--- src/mdcr_regs.vh ---
// What this block does
// - Blanking code picks time, slower when slowest slew.
// - Demag wait margin is N times 400 ns.
// - Bit 3 sets high-side demag threshold.
// - Bit 2 sets low-side demag threshold.
// - Slew code selects edge speed, code 3 slowest.
// - Sense gain code selects amplifier gain, resets 0.
// - Bit 11 selects serial output supply rail.
// - Bit 10 selects push-pull or open-drain output.
// - Bit 7 locks configuration registers, resets 0.
// - Bit 6 enables parity on serial transfers.
// - Bit 15 reads parity when enabled, else zero.
`ifndef MDCR_REGS_VH
`define MDCR_REGS_VH
`define MDCR_ADDR_PREDRV 6'h22
`define MDCR_ADDR_SENSE 6'h23
`define MDCR_ADDR_SYSCTL 6'h3F
`define MDCR_RST_PREDRV 16'h0080
`define MDCR_RST_SENSE 16'h0000
`define MDCR_RST_SYSCTL 16'h0008
`define MDCR_PREDRV_WMASK 16'h07FF
`define MDCR_SENSE_WMASK 16'h0003
`define MDCR_SYSCTL_WMASK 16'h0CF8
`define MDCR_KEY_VALUE 3'h5
`define MDCR_KEY_HI 14
`define MDCR_KEY_LO 12
`define MDCR_PAR_BIT 15
`define MDCR_BIT_RAIL 11
`define MDCR_BIT_ODEN 10
`define MDCR_BIT_LOCK 7
`define MDCR_BIT_PEN 6
`define MDCR_SLEW_SLOWEST 2'h3
`define MDCR_RST_MARGIN 4'h8
`define MDCR_BLANK_HI 10
`define MDCR_BLANK_LO 8
`define MDCR_MARGIN_HI 7
`define MDCR_MARGIN_LO 4
`define MDCR_BIT_THR_HIGH 3
`define MDCR_BIT_THR_LOW 2
`define MDCR_SLEW_HI 1
`define MDCR_SLEW_LO 0
`define MDCR_GAIN_HI 1
`define MDCR_GAIN_LO 0
`define MDCR_MARGIN_UNIT_NS 400
`define MDCR_CLK_PERIOD_NS 4
// Blanking times in units of 100 ns.
`define MDCR_BLANK_SLOW0 7'h37
`define MDCR_BLANK_SLOW1 7'h3C
`define MDCR_BLANK_SLOW2 7'h41
`define MDCR_BLANK_SLOW3 7'h4B
`define MDCR_BLANK_FAST0 7'h12
`define MDCR_BLANK_FAST1 7'h17
`define MDCR_BLANK_FAST2 7'h1C
`define MDCR_BLANK_FAST3 7'h26
`endif

--- src/mdcr_parity.v ---
`timescale 1ns/100ps
`default_nettype none
// Odd parity over bits 14..0 and places it in bit 15 when enabled.
module mdcr_parity (
    input wire [15:0] data_in, // Raw register word.
    input wire enable, // Parity enable.
    output wire [15:0] data_out // Word with parity bit applied.
);
    // Odd parity, so that an all-zero word never looks valid on a stuck line.
    assign data_out = {enable & ~(^data_in[14:0]), data_in[14:0]};
endmodule // mdcr_parity
`default_nettype wire

--- src/mdcr_regbank.v ---
`timescale 1ns/100ps
`default_nettype none
`include "mdcr_regs.vh"
module mdcr_regbank (
    input wire clk, // 250 MHz clock.
    input wire rst, // Synchronous reset, active high.
    input wire [5:0] reg_addr, // Register address from the serial core.
    input wire reg_wr, // One-cycle write strobe.
    input wire [15:0] reg_wdata, // Write data.
    output reg [15:0] reg_rdata, // Registered read data.
    output reg [2:0] limit_blank_time_sel, // Blanking code.
    output reg [6:0] limit_blank_time_100ns, // Blanking time, 100 ns units.
    output reg [3:0] demag_wait_margin, // Demag margin N.
    output reg [15:0] demag_wait_cycles, // Margin in clock cycles.
    output reg demag_high_cmp_threshold, // 0 is 100 mA, 1 is 150 mA.
    output reg demag_low_cmp_threshold, // 0 is 100 mA, 1 is 150 mA.
    output reg [1:0] slew_rate_sel, // 0:1100 1:500 2:250 3:50 V/us.
    output reg [1:0] sense_amp_gain, // 0:0.4 1:1.0 2:2.5 3:5.0 V/A.
    output reg serial_out_rail_sel, // 0 analog_ldo_rail, 1 gate_drive_rail.
    output reg serial_out_opendrain_en, // 1 open drain, 0 push-pull.
    output reg config_lock, // Configuration lock.
    output reg serial_check_enable // Parity enable.
);
    // One margin step in clock cycles. The divide is exact at the
    // documented clock; a clock whose period does not divide the step
    // would round the margin down, which makes the wait shorter.
    localparam [15:0] MARGIN_CYC = `MDCR_MARGIN_UNIT_NS / `MDCR_CLK_PERIOD_NS;

    //////////////////////////////////////////////////////////////////////////
    // Storage. Each register is kept as a full word so that the read path
    // is a plain mux; bits that are not writable are held at zero by the
    // write masks and therefore never need a separate clear.
    reg [15:0] predrv_reg;
    reg [15:0] sense_reg;
    reg [15:0] sysctl_reg;

    // Write qualification and read path nets.
    wire key_ok;
    wire lock_now;
    wire hit_predrv;
    wire hit_sense;
    wire hit_sysctl;
    wire wr_predrv;
    wire wr_sense;
    wire wr_sysctl;
    wire [15:0] sysctl_next;
    wire [15:0] sysctl_view;
    wire [15:0] rd_raw;
    wire [15:0] rd_par;

    // Field views of the stored words, named so that the decode below
    // reads as settings rather than as bit positions.
    wire [2:0] blank_field;
    wire [3:0] margin_field;
    wire thr_high_field;
    wire thr_low_field;
    wire [1:0] slew_field;
    wire [1:0] gain_field;
    wire slowest_edge;

    //////////////////////////////////////////////////////////////////////////
    // Address decode, shared by the write and read paths so that the two
    // can never disagree about which register an address names.
    assign hit_predrv = reg_addr == `MDCR_ADDR_PREDRV;
    assign hit_sense = reg_addr == `MDCR_ADDR_SENSE;
    assign hit_sysctl = reg_addr == `MDCR_ADDR_SYSCTL;

    // The key guards only the system register; a wrong key drops the write.
    // The key is compared on every write but used only at that address.
    assign key_ok = reg_wdata[`MDCR_KEY_HI:`MDCR_KEY_LO] ==
        `MDCR_KEY_VALUE;

    // The lock is taken from the stored bit, not from the write data, so
    // one write can never both unlock and modify a configuration register.
    assign lock_now = sysctl_reg[`MDCR_BIT_LOCK];

    // Write enables. The system register stays reachable while locked,
    // otherwise a set lock could only be cleared by a device reset.
    assign wr_predrv = reg_wr && hit_predrv && !lock_now;
    assign wr_sense = reg_wr && hit_sense && !lock_now;
    assign wr_sysctl = reg_wr && hit_sysctl && key_ok;

    // The system register keeps its non-writable bits; only the masked
    // fields take the new data. The key field is never stored.
    assign sysctl_next = (reg_wdata & `MDCR_SYSCTL_WMASK) |
        (sysctl_reg & ~`MDCR_SYSCTL_WMASK);

    //////////////////////////////////////////////////////////////////////////
    // Register writes. Each register has its own enable, so a write to one
    // address can never disturb another even when strobes come back to back.
    always @(posedge clk) begin
        if (rst) begin
            predrv_reg <= `MDCR_RST_PREDRV;
            sense_reg <= `MDCR_RST_SENSE;
            sysctl_reg <= `MDCR_RST_SYSCTL;
        end else begin
            if (wr_predrv) begin
                predrv_reg <= reg_wdata & `MDCR_PREDRV_WMASK;
            end
            if (wr_sense) begin
                sense_reg <= reg_wdata & `MDCR_SENSE_WMASK;
            end
            if (wr_sysctl) begin
                sysctl_reg <= sysctl_next;
            end
        end
    end

    //////////////////////////////////////////////////////////////////////////
    // Field extraction from the stored words.
    assign blank_field = predrv_reg[`MDCR_BLANK_HI:`MDCR_BLANK_LO];
    assign margin_field = predrv_reg[`MDCR_MARGIN_HI:`MDCR_MARGIN_LO];
    assign thr_high_field = predrv_reg[`MDCR_BIT_THR_HIGH];
    assign thr_low_field = predrv_reg[`MDCR_BIT_THR_LOW];
    assign slew_field = predrv_reg[`MDCR_SLEW_HI:`MDCR_SLEW_LO];
    assign gain_field = sense_reg[`MDCR_GAIN_HI:`MDCR_GAIN_LO];

    // The slowest edge rate stretches the blanking window, because the
    // phase node takes far longer to settle at that edge speed.
    assign slowest_edge = slew_field == `MDCR_SLEW_SLOWEST;

    //////////////////////////////////////////////////////////////////////////
    // The system register is shown through its write mask, so the key
    // field and the read-only reserved bits always read as zero.
    assign sysctl_view = sysctl_reg & `MDCR_SYSCTL_WMASK;

    // Read mux. An unmapped address reads zero, or 16'h8000 with parity enabled,
    // rather than an alias of a real register, so a host with a wrong address sees it at once.
    assign rd_raw = hit_predrv ? predrv_reg :
                    hit_sense ? sense_reg :
                    hit_sysctl ? sysctl_view : 16'h0000;

    // Parity is added on the way out and never stored, so turning parity
    // on or off takes effect on the very next read of any register.

    mdcr_parity u_par (
        .data_in(rd_raw),
        .enable(sysctl_reg[`MDCR_BIT_PEN]),
        .data_out(rd_par)
    );

    // Read data is registered; it follows the address one cycle later.
    always @(posedge clk) begin
        if (rst) begin
            reg_rdata <= 16'h0000;
        end else begin
            reg_rdata <= rd_par;
        end
    end

    //////////////////////////////////////////////////////////////////////////
    // Decoded settings, registered so the analog side sees clean levels.
    // They trail the stored words by one cycle; the reset values match
    // what the reset words decode to, so no glitch follows reset.
    always @(posedge clk) begin
        if (rst) begin
            limit_blank_time_sel <= 3'h0;
            limit_blank_time_100ns <= `MDCR_BLANK_FAST0;
            demag_wait_margin <= `MDCR_RST_MARGIN;
            demag_wait_cycles <= {12'h000, `MDCR_RST_MARGIN} * MARGIN_CYC;
            demag_high_cmp_threshold <= 1'b0;
            demag_low_cmp_threshold <= 1'b0;
            slew_rate_sel <= 2'h0;
            sense_amp_gain <= 2'h0;
            serial_out_rail_sel <= 1'b0;
            serial_out_opendrain_en <= 1'b0;
            config_lock <= 1'b0;
            serial_check_enable <= 1'b0;
        end else begin
            limit_blank_time_sel <= blank_field;
            // Codes above 3 are undefined; they fall back to code 3 times.
            if (slowest_edge) begin
                case (blank_field)
                    3'h0: limit_blank_time_100ns <= `MDCR_BLANK_SLOW0;
                    3'h1: limit_blank_time_100ns <= `MDCR_BLANK_SLOW1;
                    3'h2: limit_blank_time_100ns <= `MDCR_BLANK_SLOW2;
                    default: limit_blank_time_100ns <= `MDCR_BLANK_SLOW3;
                endcase
            end else begin
                case (blank_field)
                    3'h0: limit_blank_time_100ns <= `MDCR_BLANK_FAST0;
                    3'h1: limit_blank_time_100ns <= `MDCR_BLANK_FAST1;
                    3'h2: limit_blank_time_100ns <= `MDCR_BLANK_FAST2;
                    default: limit_blank_time_100ns <= `MDCR_BLANK_FAST3;
                endcase
            end
            // The margin is handed over both as the code and as a cycle
            // count, so the timer downstream needs no multiplier of its own.
            demag_wait_margin <= margin_field;
            demag_wait_cycles <= {12'h000, margin_field} * MARGIN_CYC;
            demag_high_cmp_threshold <= thr_high_field;
            demag_low_cmp_threshold <= thr_low_field;
            slew_rate_sel <= slew_field;
            sense_amp_gain <= gain_field;
            // System settings; these are never blocked by the lock.
            serial_out_rail_sel <= sysctl_reg[`MDCR_BIT_RAIL];
            serial_out_opendrain_en <= sysctl_reg[`MDCR_BIT_ODEN];
            config_lock <= sysctl_reg[`MDCR_BIT_LOCK];
            serial_check_enable <= sysctl_reg[`MDCR_BIT_PEN];
        end
    end
endmodule // mdcr_regbank
`default_nettype wire

--- config.mk ---
export PLATFORM = sky130hd
export DESIGN_NAME = mdcr_regbank
export DESIGN_NICKNAME = d
export VERILOG_FILES = /design/src/mdcr_parity.v /design/src/mdcr_regbank.v
export VERILOG_INCLUDE_DIRS = /design/src
export SDC_FILE = /design/constraint.sdc
export NUM_CORES = 1
export LEC_CHECK = 0
export BUFFER_PORTS_ARGS = -buffer_cell sky130_fd_sc_hd__buf_2
export CAP_MARGIN = 20
export CORE_MARGIN = 1
export CORE_UTILIZATION = 48
export CTS_BUF_LIST = sky130_fd_sc_hd__clkbuf_8
export DETAILED_ROUTE_END_ITERATION = 12
export PLACE_DENSITY = 0.78
export SKIP_CTS_REPAIR_TIMING = 1
export SLEW_MARGIN = 40
export SYNTH_ARGS = -nofsm -noshare
export SYNTH_HDL_FRONTEND = slang
export SYNTH_SLANG_ARGS = --single-unit
--- constraint.sdc ---
create_clock -name clk -period 2.1 [get_ports clk]
set_input_delay 0.63 -clock clk [delete_from_list [all_inputs] [get_ports clk]]
set_output_delay 0.63 -clock clk [all_outputs]
set_load 0.01 [all_outputs]
# [After elaboration in Yosys (flattened, before gate mapping)]
# Cells that the tools add are included.
# W data, S select, Z words.
[classes] mul=1 eq_ne=7 n_mux=6 n_bitwise=3 reduce_logical=9
[ops] operator="$mux W12" n=3
[ops] operator="$pmux W7 S3" n=1
[ops] operator="$eq A6 B6 Y1 const B" n=3
[ops] operator="$pmux W6 S3" n=1
[ops] operator="$or A12 B16 Y16" n=1
[ops] operator="$reduce_xor A15 Y1" n=1
[ops] operator="$mul A4 B5 Y9 const B" n=1
[ops] operator="$mux W7" n=1
[ops] operator="$logic_and A1 B1 Y1" n=6
[ops] operator="$eq A3 B1 Y1 const B" n=1
[ops] operator="$eq A3 B2 Y1 const B" n=1
[ops] operator="$eq A3 B3 Y1 const B" n=1
[ops] operator="$logic_not A3 Y1" n=1
[ops] operator="$eq A2 B2 Y1 const B" n=1
[ops] operator="$and A1 B1 Y1" n=1
[ops] operator="$logic_not A1 Y1" n=1
[ops] operator="$not A1 Y1" n=1
[word_totals] register_bits=85 input_bits=25

# [Logic depth before layout (Yosys ltp)]
# Gate-level depths: netlist of run 1.
[depth] word_depth=7 ltp_mapped=9 ltp_nobuf=8

# [Cells and area by module]
# Synthesis of run 1 repeated with hierarchy kept, for this count alone.
[hier_totals] hier_cells=286 hier_area_um2=2856.5
[modules_own_cells] mod="mdcr_regbank" n_inst=1 cells_each=259 area_each_um2=2600.0 seq_area_each_um2=1321.3
[modules_own_cells] mod="mdcr_parity" n_inst=1 cells_each=27 area_each_um2=256.5 seq_area_each_um2=0.0

# [Worst setup path before layout of run 1]
# OpenSTA, ideal clock, no wires.
[synth_timing] kind="input to register" startpoint="in reg_addr[0]" endpoint="reg reg_rdata[15]" setup_time_ns=0.115 arrival_ns=1.968 required_ns=1.985 path_slack_ns=0.017 stages=8 path_buffers=1 cell_sequence="buf_6 and4bb_2 nand3_1 a22o_1 and3_4 a211oi_2 xnor2_1 and2_1"
[synth_between] elab_chain_cells=7 elab_cells_between_ends=9 cone_classes="eq/ne: 3; mux: 3; bitwise: 2; reduce/logical: 1"
[synth_lines] element="start: declaration" line="mdcr_regbank.v:7" rtl="input wire [5:0] reg_addr,"
[synth_lines] element="$eq A6 B6 Y1 (no source line)"
[synth_lines] element="$mux W12" line="mdcr_regbank.v:131" rtl="hit_sysctl ? sysctl_view : 16'h0000;"
[synth_lines] element="$mux W12" line="mdcr_regbank.v:130" rtl="hit_sense ? sense_reg :"
[synth_lines] element="$mux W12 *" line="mdcr_regbank.v:129" rtl="assign rd_raw = hit_predrv ? predrv_reg :"
[synth_lines] element="$reduce_xor A15 Y1 *" line="mdcr_parity.v:10" rtl="assign data_out = {enable & ~(^data_in[14:0]), data_in[14:0]};"
[synth_lines] element="$not A1 Y1 *" line="mdcr_parity.v:10"
[synth_lines] element="$and A1 B1 Y1 *" line="mdcr_parity.v:10"
[synth_lines] element="end signal: assignment" line="mdcr_regbank.v:147" rtl="reg_rdata <= rd_par;"
[synth_lines] element="end: declaration" line="mdcr_regbank.v:10" rtl="output reg [15:0] reg_rdata,"
# Every way passes the cells marked *; elsewhere a longest branch is shown, timed or not.
# A chain may end at the register's enable or synchronous reset.

# [Final worst setup path of run 1]
[layout_timing] startpoint="reg predrv_reg[5]" endpoint="reg demag_wait_cycles[10]"
[layout_between] elab_chain_cells=1
[layout_lines] element="start: declaration" line="mdcr_regbank.v:33" rtl="reg [15:0] predrv_reg;"
[layout_lines] element="start signal: assignment" line="mdcr_regbank.v:93" rtl="predrv_reg <= `MDCR_RST_PREDRV;"
[layout_lines] element="start signal: assignment" line="mdcr_regbank.v:98" rtl="predrv_reg <= reg_wdata & `MDCR_PREDRV_WMASK;"
[layout_lines] element="$mul A4 B5 Y9" line="mdcr_regbank.v:190" rtl="demag_wait_cycles <= {12'h000, margin_field} * MARGIN_CYC;"
[layout_lines] element="end signal: assignment" line="mdcr_regbank.v:160" rtl="demag_wait_cycles <= {12'h000, `MDCR_RST_MARGIN} * MARGIN_CYC;"
[layout_lines] element="end signal: assignment" line="mdcr_regbank.v:190"
[layout_lines] element="end: declaration" line="mdcr_regbank.v:14" rtl="output reg [15:0] demag_wait_cycles,"
# No other way between the ends.

==> impl_metrics.yaml, run 1 <==
run_status:
  status: "finished, final reports clean"
logic_synthesis:
  synth_mux_area_share_pct: 8.36
  synth_area_leaders: "dfxtp_1 48%, mux2i_1 8.4%, nor2b_1 5.2%, ha_1 4.7%, nor2_1 4.4%"
  yosysWarnings: 0
  ys_seq_area_share_pct: 47.9
  synth_enable_flop_cells: 0
  synthXorXnorAreaFrac_pct: 4.51
  synth_cell_types: 45
  synth.avg_cell_area_um2: 10.1
  ys_dominant_reg_cell: "dfxtp_1"
  synth_top_cell_by_area: "dfxtp_1"
  yosys_register_bits: 63
  synth_compound_area_share_pct: 7.79
  syn_area_um2: 2640
  synth-simple-area-share_pct: 19.5
  async_flop_share_pct: 0
  synthAdderAreaFrac_pct: 5.51
  synth_cells: 261
  synth_top_family_by_area: "simple AND/OR/NAND/NOR gates"
  yosysTopAreaCellShare_pct: 47.9
timing:
  final.min_clock_period_ps: 1920
  finalHoldViolCount: 0
  finalSetupViolCount: 0
  fin_tns_setup_ps: 0
  timing.hold.ws_ps: 517
  period_share_pct: 91.6
  clock_skew_ps: 6.32
  rsz0062_at_grt: "false"
  finalMaxSlewViolations: 0
  max_freq_mhz: 520
floorplan:
  start_util_pct: 50.6
  core_area_um2: 5200
  die_x_um: 76.1
  fp.dieH_um: 76.1
  rows: 26
  pin_count: 81
  dieArea_um2: 5790
grt:
  grt-ovfl-total: 0
  grt_pass1_vias: 1843
  antenna_found_initial: 0
  gr-usage-all-layers_pct: 19.4
  grt_max_degree: 28
  grt_pass1_wl_mm: 8.62
place:
  dp_hpwl_mm: 3.81
  numPortBuffers: 69
  gp_congestion: 0.832
  placed_area_um2: 3100
worst_setup_path:
  crit_top_cell: "ha_1"
  cp.required_ps: 2320
  crit_chain: "ha_1, ha_1, fa_1, a21oi_1, xor2_1, nor2_1"
  cp_slowest_cell: "dfxtp_1"
  path_class: "reg2reg"
  end_kind: "flop"
  start_kind: "flop"
  arrival_ps: 2150
  crit_fanout: 7
  critPathMaxStageDelay_ps: 490
  rr_worst_depth: 6
  ff2ff_setup_slack_ps: 180
layout:
  seq_area_um2: 1260
  fin_area_um2: 3320
  largest_register_ffs: 13
  multi_input_area_um2: 1240
  layout-drive-gt1-share_pct: 31.7
  finish.net_count: 381
  diodes: 0
  area_growth_pct: 26.1
  fillers: 444
cts:
  path_clk_slew_ps: 70
  tritoncts: "built"
  root_buffer: "clkbuf_8"
  clkLatencyLatePin_ps: 330
  htreeDepth: 3
  cts_made_buffers: 9
  clockBufferDepth: 2
  clock-sinks: 63
route:
  num_vias: 2017
  via_per_inst: 4.80
  ant_nets: 0
  m1WireLength_mm: 2.29
  drc: 0
  firstDrtPassIters: 4
  finalWirelength_mm: 5.24
  wl_met2_mm: 2.51
  routed-wl-met3_um: 333
  routed.top_layer: "met4"
  drt-initial-drc-count: 84
  wl_per_cell_um: 12.5
power:
  peakVddDrop_v: 0.000514
  p_per_area_nw_per_um2: 740
  p_leak_nw: 1.47
min_path:
  hp-class: "reg2reg"
  hold-path-cell-count: 1
run:
  max-cap-violations: 0
## metrics by stage
step	worst slack [ps]	util, %	instances	power [mW]
after floorplan	16.9	-	270	1.29
after global placement	-92.7	59.5	404	1.32
after detailed placement	-103	59.5	404	1.32
after CTS	183	63.8	420	2.49
after global routing	67.1	63.8	420	2.56
final	177	63.8	420	2.46
## cell usage after synthesis (all sizes together), types with 2 or more instances
master / count
or2: 2
a211o: 3
nand3: 4
o21ai: 6
a21oi: 6
a22o: 2
o21a: 2
xnor2: 10
nor2: 31
clkbuf: 9
nand2: 9
mux2i: 22
and2: 6
a31oi: 2
a22oi: 4
ha: 10
a211oi: 3
inv: 2
nor3: 4
buf: 17
nand2b: 4
and3: 2
nor2b: 22
nor4: 2
dfxtp: 63
## power by group
group,internal [mW],switching [mW]
registers,1.20,0.00255
clock network,0.723,0.442
logic,0.0409,0.0537
total,1.96,0.499
## per-layer routing
metal / vias to the layer above / global-route usage [%]
li1: 1026 / -
met5: - / 0
met4: 0 / 12.7
met3: 11 / 5.27
met1: 916 / 23.5
met2: 64 / 30.5
## cell families after synthesis
family / count (synthesis)
adders and majority gates: 11
DFF: 63
and+or+nand+nor: 94
xor gates and xnor gates: 12
other: 1
buffers and inverters: 28
AOI/OAI and AO/OA: 30
muxes: 22
## cells in the final DEF (no fill, tap or decap), types with 2 or more instances in the layout
cell type,synthesis,final
clkbuf_8,0,11
nor2_1,31,31
and2_1,5,5
nor3_1,3,3
nor2b_1,22,22
nand2_1,9,9
buf_2,2,69
a211oi_1,2,2
mux2i_1,22,22
nor4_1,2,2
inv_1,2,4
xnor2_1,10,10
a211o_1,3,3
buf_4,14,21
conb_1,1,10
a21oi_1,6,6
ha_1,10,10
o21ai_0,6,6
a22o_1,2,2
nand2b_1,4,4
bufinv_16,0,2
nand3_1,4,4
a31oi_1,2,2
or2_2,2,2
o21a_1,2,2
a22oi_1,4,4
dfxtp_1,63,63
## cell type report
| cell class | instances | area share [%] |
|---|---|---|
| Sequential cell | 63 | 38.0 |
| Multi-Input combinational cell | 179 | 37.3 |
| Timing Repair Buffer | 90 | 15.1 |
| Clock buffer | 11 | 4.56 |
| Tap cell | 70 | 2.64 |
| Clock inverter | 5 | 2.18 |
| Inverter | 2 | 0.226 |
## worst paths after layout
kind / from / endpoint
setup / recovery: predrv_reg[5]$_SDFFE_PP0P_ / demag_wait_cycles[10]$_SDFF_PP0_
setup reg to reg: predrv_reg[5]$_SDFFE_PP0P_ / demag_wait_cycles[10]$_SDFF_PP0_
hold / removal: sysctl_reg[11]$_SDFFE_PP0P_ / serial_out_rail_sel$_SDFF_PP0_
hold reg to reg: sysctl_reg[11]$_SDFFE_PP0P_ / serial_out_rail_sel$_SDFF_PP0_
## critical path, delay by kind of cell, from the launching register on
family,cells,cell delay [ps]
fa+ha+maj,3,950
simple gates,1,50
compound gates,1,170
xor+xnor,1,160
flops,1,490
Note: power is estimated with default switching activity, not from simulation.
==> run 2, diff against run 1 <==
==> constraint.sdc (replaced) <==
create_clock -name clk -period 2.1 [get_ports clk]
set_input_delay 0.21 -clock clk [delete_from_list [all_inputs] [get_ports clk]]
set_output_delay 0.21 -clock clk [all_outputs]
set_load 0.01 [all_outputs]
==> run 2 against run 1 <==
First-iteration DRC count grew 65%. Fmax fell by 1.1%. Final cell count fell by 2.9%. Highest routed layer unchanged. Routed wire length rose by 3.8%. Global-route usage is 0.42 points higher.
==> impl_metrics.yaml, run 2 (synthesized netlist as in run 1, its figures left out) <==
run_status:
  status: "finished, final reports clean"
layout:
  largest_register_ffs: 13
  fin_area_um2: 3240
  layout-drive-gt1-share_pct: 29.9
  finish.net_count: 369
  stdcell_count: 408
  diodes: 0
  layout_common_cells: "69 x buf_2, 63 x dfxtp_1, 31 x nor2_1"
  area_growth_pct: 23.0
  final_common_cell: "buf_2"
grt:
  antenna_found_initial: 0
  grt_max_degree: 47
  grt_pass1_wl_mm: 8.69
  grt-ovfl-total: 0
  grt_pass1_vias: 1816
  gr-usage-all-layers_pct: 19.9
place:
  numPortBuffers: 69
  placed_cells: 392
  placed_area_um2: 3010
  place_ws_ps: 151
  dp_hpwl_mm: 3.81
  gp_congestion: 0.847
timing:
  rsz0062_at_grt: "false"
  finalSetupViolCount: 0
  period_share_pct: 92.6
  finalHoldViolCount: 0
  slew_headroom_pct: 47.5
  max_freq_mhz: 514
  worst_slack_ps: 156
  clock_skew_ps: 7.78
  tightest_slew_ps: 788
  fin_tns_setup_ps: 0
  timing.hold.ws_ps: 87.8
  final.min_clock_period_ps: 1940
  finalMaxSlewViolations: 0
power:
  p_leak_nw: 1.41
  p_per_area_nw_per_um2: 764
  peakVddDrop_v: 0.000451
route:
  ant_nets: 0
  drt-initial-drc-count: 139
  firstDrtPassIters: 4
  finalWirelength_mm: 5.44
  via_per_inst: 4.94
  wl_per_cell_um: 13.3
  num_vias: 2017
  drc: 0
worst_setup_path:
  reg2reg_from: "predrv_reg[4]$_SDFFE_PP0P_"
  cp-startpoint: "predrv_reg[4]$_SDFFE_PP0P_"
  rr_worst_depth: 6
  end_kind: "flop"
  cp.required_ps: 2300
  arrival_ps: 2140
  crit_fanout: 6
  start_kind: "flop"
  path_class: "reg2reg"
floorplan:
  start_util_pct: 50.6
  die_x_um: 76.1
  fp.dieH_um: 76.1
  dieArea_um2: 5790
  pin_count: 81
  rows: 26
  core_area_um2: 5200
run:
  max-cap-violations: 0
cts:
  path_clk_slew_ps: 70
  clkLatencyLatePin_ps: 340
  root_buffer: "clkbuf_8"
  clockBufferDepth: 2
  tritoncts: "built"
  cts_made_buffers: 9
  clock-sinks: 63
  htreeDepth: 3
min_path:
  hp-class: "in2reg"
  hold-path-cell-count: 2
  hold_path.startpoint: "reg_wdata[3]"
==> run 2: routing by layer <==
layer | part of all wire (%) | GRT usage [%]
met3 | 4.7 | 5.15
met4 | 2.7 | 12.5
met1 | 44 | 23.5
met5 | 0 | 0
met2 | 49 | 32.2
==> run 2: stage by stage <==
step | total power [mW] | utilization, %
final | 2.48 | 62.3
after global routing | 2.57 | 62.3
after CTS | 2.50 | 62.3
after detailed placement | 1.31 | 57.8
after global placement | 1.31 | 57.8
after floorplan | 1.29 | -
==> run 2: area by class of cell <==
class	instances	area, um^2
Clock buffer	11	151
Inverter	2	7.51
Timing Repair Buffer	78	413
Clock inverter	5	80.1
Tap cell	70	87.6
Multi-Input combinational cell	179	1240
Fill cell	469	1960
Sequential cell	63	1260
==> run 2: critical path, stage by stage, from the launching register on <==
cell     delay (ps)
dfxtp_1         490
ha_1            290
ha_1            230
fa_1            420
a21oi_1         180
xor2_1          160
nor2_1           50
==> run 2: power by group <==
part           switching [mW]  total [mW]  internal [mW]
sequential            0.00245        1.20           1.20
clock                   0.461        1.19          0.730
combinational          0.0543      0.0858         0.0315
total                   0.518        2.48           1.96
==> run 2: final timing paths <==
check / slack (ps) / end
setup reg to reg: 160 / demag_wait_cycles[10]$_SDFF_PP0_
setup / recovery: 160 / demag_wait_cycles[10]$_SDFF_PP0_
hold reg to reg: 510 / serial_out_rail_sel$_SDFF_PP0_
hold / removal: 90 / sysctl_reg[3]$_SDFFE_PP1P_
==> run 3, diff against run 2 <==
Settings changed: CORE_UTILIZATION 48 to 53, PLACE_DENSITY 0.78 to 0.82.
Clock period 2.1 ns to 2.2 ns, I/O delays scaled along.
==> run 3 against run 2 <==
Clock power decreased by 5%. Sequential share of layout area increased by 0.24 points. Non-clock buffer count decreased by 2. Power decreased by 4.9%. Routed wire length decreased by 10%. Final cell count decreased by 1.5%. Setup slack improved by 78 ps. Fmax decreased by 1.1%.
==> impl_metrics.yaml, run 3 (synthesized netlist as in run 1, its figures left out) <==
run_status:
  status: "finished, final reports clean"
route:
  num_vias: 1957
  firstDrtPassIters: 4
  drt-initial-drc-count: 125
  drc: 0
  via_per_inst: 4.87
  ant_nets: 0
  wl_per_cell_um: 12.1
  finalWirelength_mm: 4.88
timing:
  fin_tns_setup_ps: 0
  max_freq_mhz: 509
  final.min_clock_period_ps: 1970
  finalSetupViolCount: 0
  period_share_pct: 89.4
  finalMaxSlewViolations: 0
  finalHoldViolCount: 0
  worst_slack_ps: 234
  tightest_slew_ps: 742
  rsz0062_at_grt: "false"
  clock_skew_ps: 6.84
  slew_headroom_pct: 50.5
layout:
  finish.net_count: 367
  layout_common_cells: "69 x buf_2, 63 x dfxtp_1, 31 x nor2_1"
  final_common_cell: "buf_2"
  layout-drive-gt1-share_pct: 29.3
  diodes: 0
  final_util_pct: 67.7
  fillers: 394
  area_growth_pct: 22.2
  largest_register_ffs: 13
worst_setup_path:
  cp.required_ps: 2390
  crit_chain: "ha_1, ha_1, fa_1, a21oi_1, xor2_1, nor2_1"
  crit_fanout: 7
  start_kind: "flop"
  cp_slowest_cell: "dfxtp_1"
  path_class: "reg2reg"
  crit_top_cell: "ha_1"
  end_kind: "flop"
  arrival_ps: 2160
  critPathMaxStageDelay_ps: 490
grt:
  grt-ovfl-total: 0
  antenna_found_initial: 0
  met1_usage_pct: 27.8
  grt_pass1_vias: 1703
  grtUsageMet2_pct: 29.5
  grt_pass1_wl_mm: 7.91
  gr-usage-all-layers_pct: 20.2
  top_usage_layer: "met2"
  grt_max_degree: 46
  use_met3_pct: 6.67
floorplan:
  core_area_um2: 4750
  pin_count: 81
  dieArea_um2: 5260
  rows: 25
  start_util_pct: 55.4
  fp.dieH_um: 72.5
  die_x_um: 72.5
power:
  switching_share_pct: 19.5
  clkPwrFrac_pct: 47.9
  p_total_mw: 2.35
  p_int_mw: 1.90
  pwr-share-seq_pct: 48.7
  p_leak_nw: 1.40
  p_per_area_nw_per_um2: 731
  switching_power_mw: 0.459
  comb_power_share_pct: 3.4
  peakVddDrop_v: 0.000404
cts:
  htreeDepth: 3
  path_clk_slew_ps: 60
  clkLatencyLatePin_ps: 340
  clockBufferDepth: 2
  tritoncts: "built"
  cts_made_buffers: 9
  clock-sinks: 63
  root_buffer: "clkbuf_8"
min_path:
  hp-class: "in2reg"
place:
  gp_congestion: 0.841
  numPortBuffers: 69
  dp_hpwl_mm: 3.39
  place_ws_ps: 241
run:
  max-cap-violations: 0
[run 3: changes by cell type in the layout (fill, tap and decap cells not counted), sizes merged]
cell,previous run,this run
clkinvlp,2,0
buf,78,76
clkbuf,11,12
[run 3: area by class of cell]
| type | instances | area (um^2) | area share [%] |
|---|---|---|---|
| flip-flops and latches | 63 | 1260 | 39.2 |
| multi-input cells | 179 | 1240 | 38.5 |
| repair buffers | 76 | 398 | 12.4 |
| clock buffers | 12 | 165 | 5.13 |
| well taps | 67 | 83.8 | 2.60 |
| clock inverters | 3 | 65.1 | 2.02 |
| inverters | 2 | 7.51 | 0.233 |
[run 3: per-stage QoR]
stage               hold slack (ps)  area, um^2  std cells
floorplan                       310        2670        270
global placement                452        2990        387
detailed placement              457        2990        387
CTS                             106        3220        402
global route                    115        3220        402
finish                          108        3220        402
[run 3: final timing paths]
path                         startpoint                                 end  slack [ps]  cells after the start
max          predrv_reg[5]$_SDFFE_PP0P_    demag_wait_cycles[10]$_SDFF_PP0_         230                      6
min                        reg_wdata[3]          sysctl_reg[3]$_SDFFE_PP1P_         110                      2
max reg2reg  predrv_reg[5]$_SDFFE_PP0P_    demag_wait_cycles[10]$_SDFF_PP0_         230                      6
min reg2reg  predrv_reg[2]$_SDFFE_PP0P_  demag_low_cmp_threshold$_SDFF_PP0_         510                      1
[run 3: layer usage]
metal | share of wire [%] | routed length (um) | vias to the layer above
li1 | - | - | 995
met1 | 47 | 2310 | 896
met2 | 45 | 2220 | 59
met3 | 5.7 | 277 | 7
met4 | 1.4 | 70 | 0
met5 | 0 | 0 | -
[run 3: power groups by stage]
| stage | Combinational (mW) | Clock [mW] | Sequential [mW] |
|---|---|---|---|
| floorplan | 0.0569 | 0 | 1.17 |
| global placement | 0.0786 | 0 | 1.17 |
| detailed placement | 0.0794 | 0 | 1.17 |
| CTS | 0.0803 | 1.15 | 1.15 |
| global route | 0.0897 | 1.19 | 1.15 |
| finish | 0.0810 | 1.13 | 1.15 |
[run 3: critical path: cells and delay by family (launching register included)]
kind | cells | cell delay (ps)
AND/OR/NAND/NOR | 1 | 50
flip-flops | 1 | 490
XOR/XNOR | 1 | 160
adder cells (fa/ha/maj) | 3 | 940
AO/OA/AOI/OAI | 1 | 190
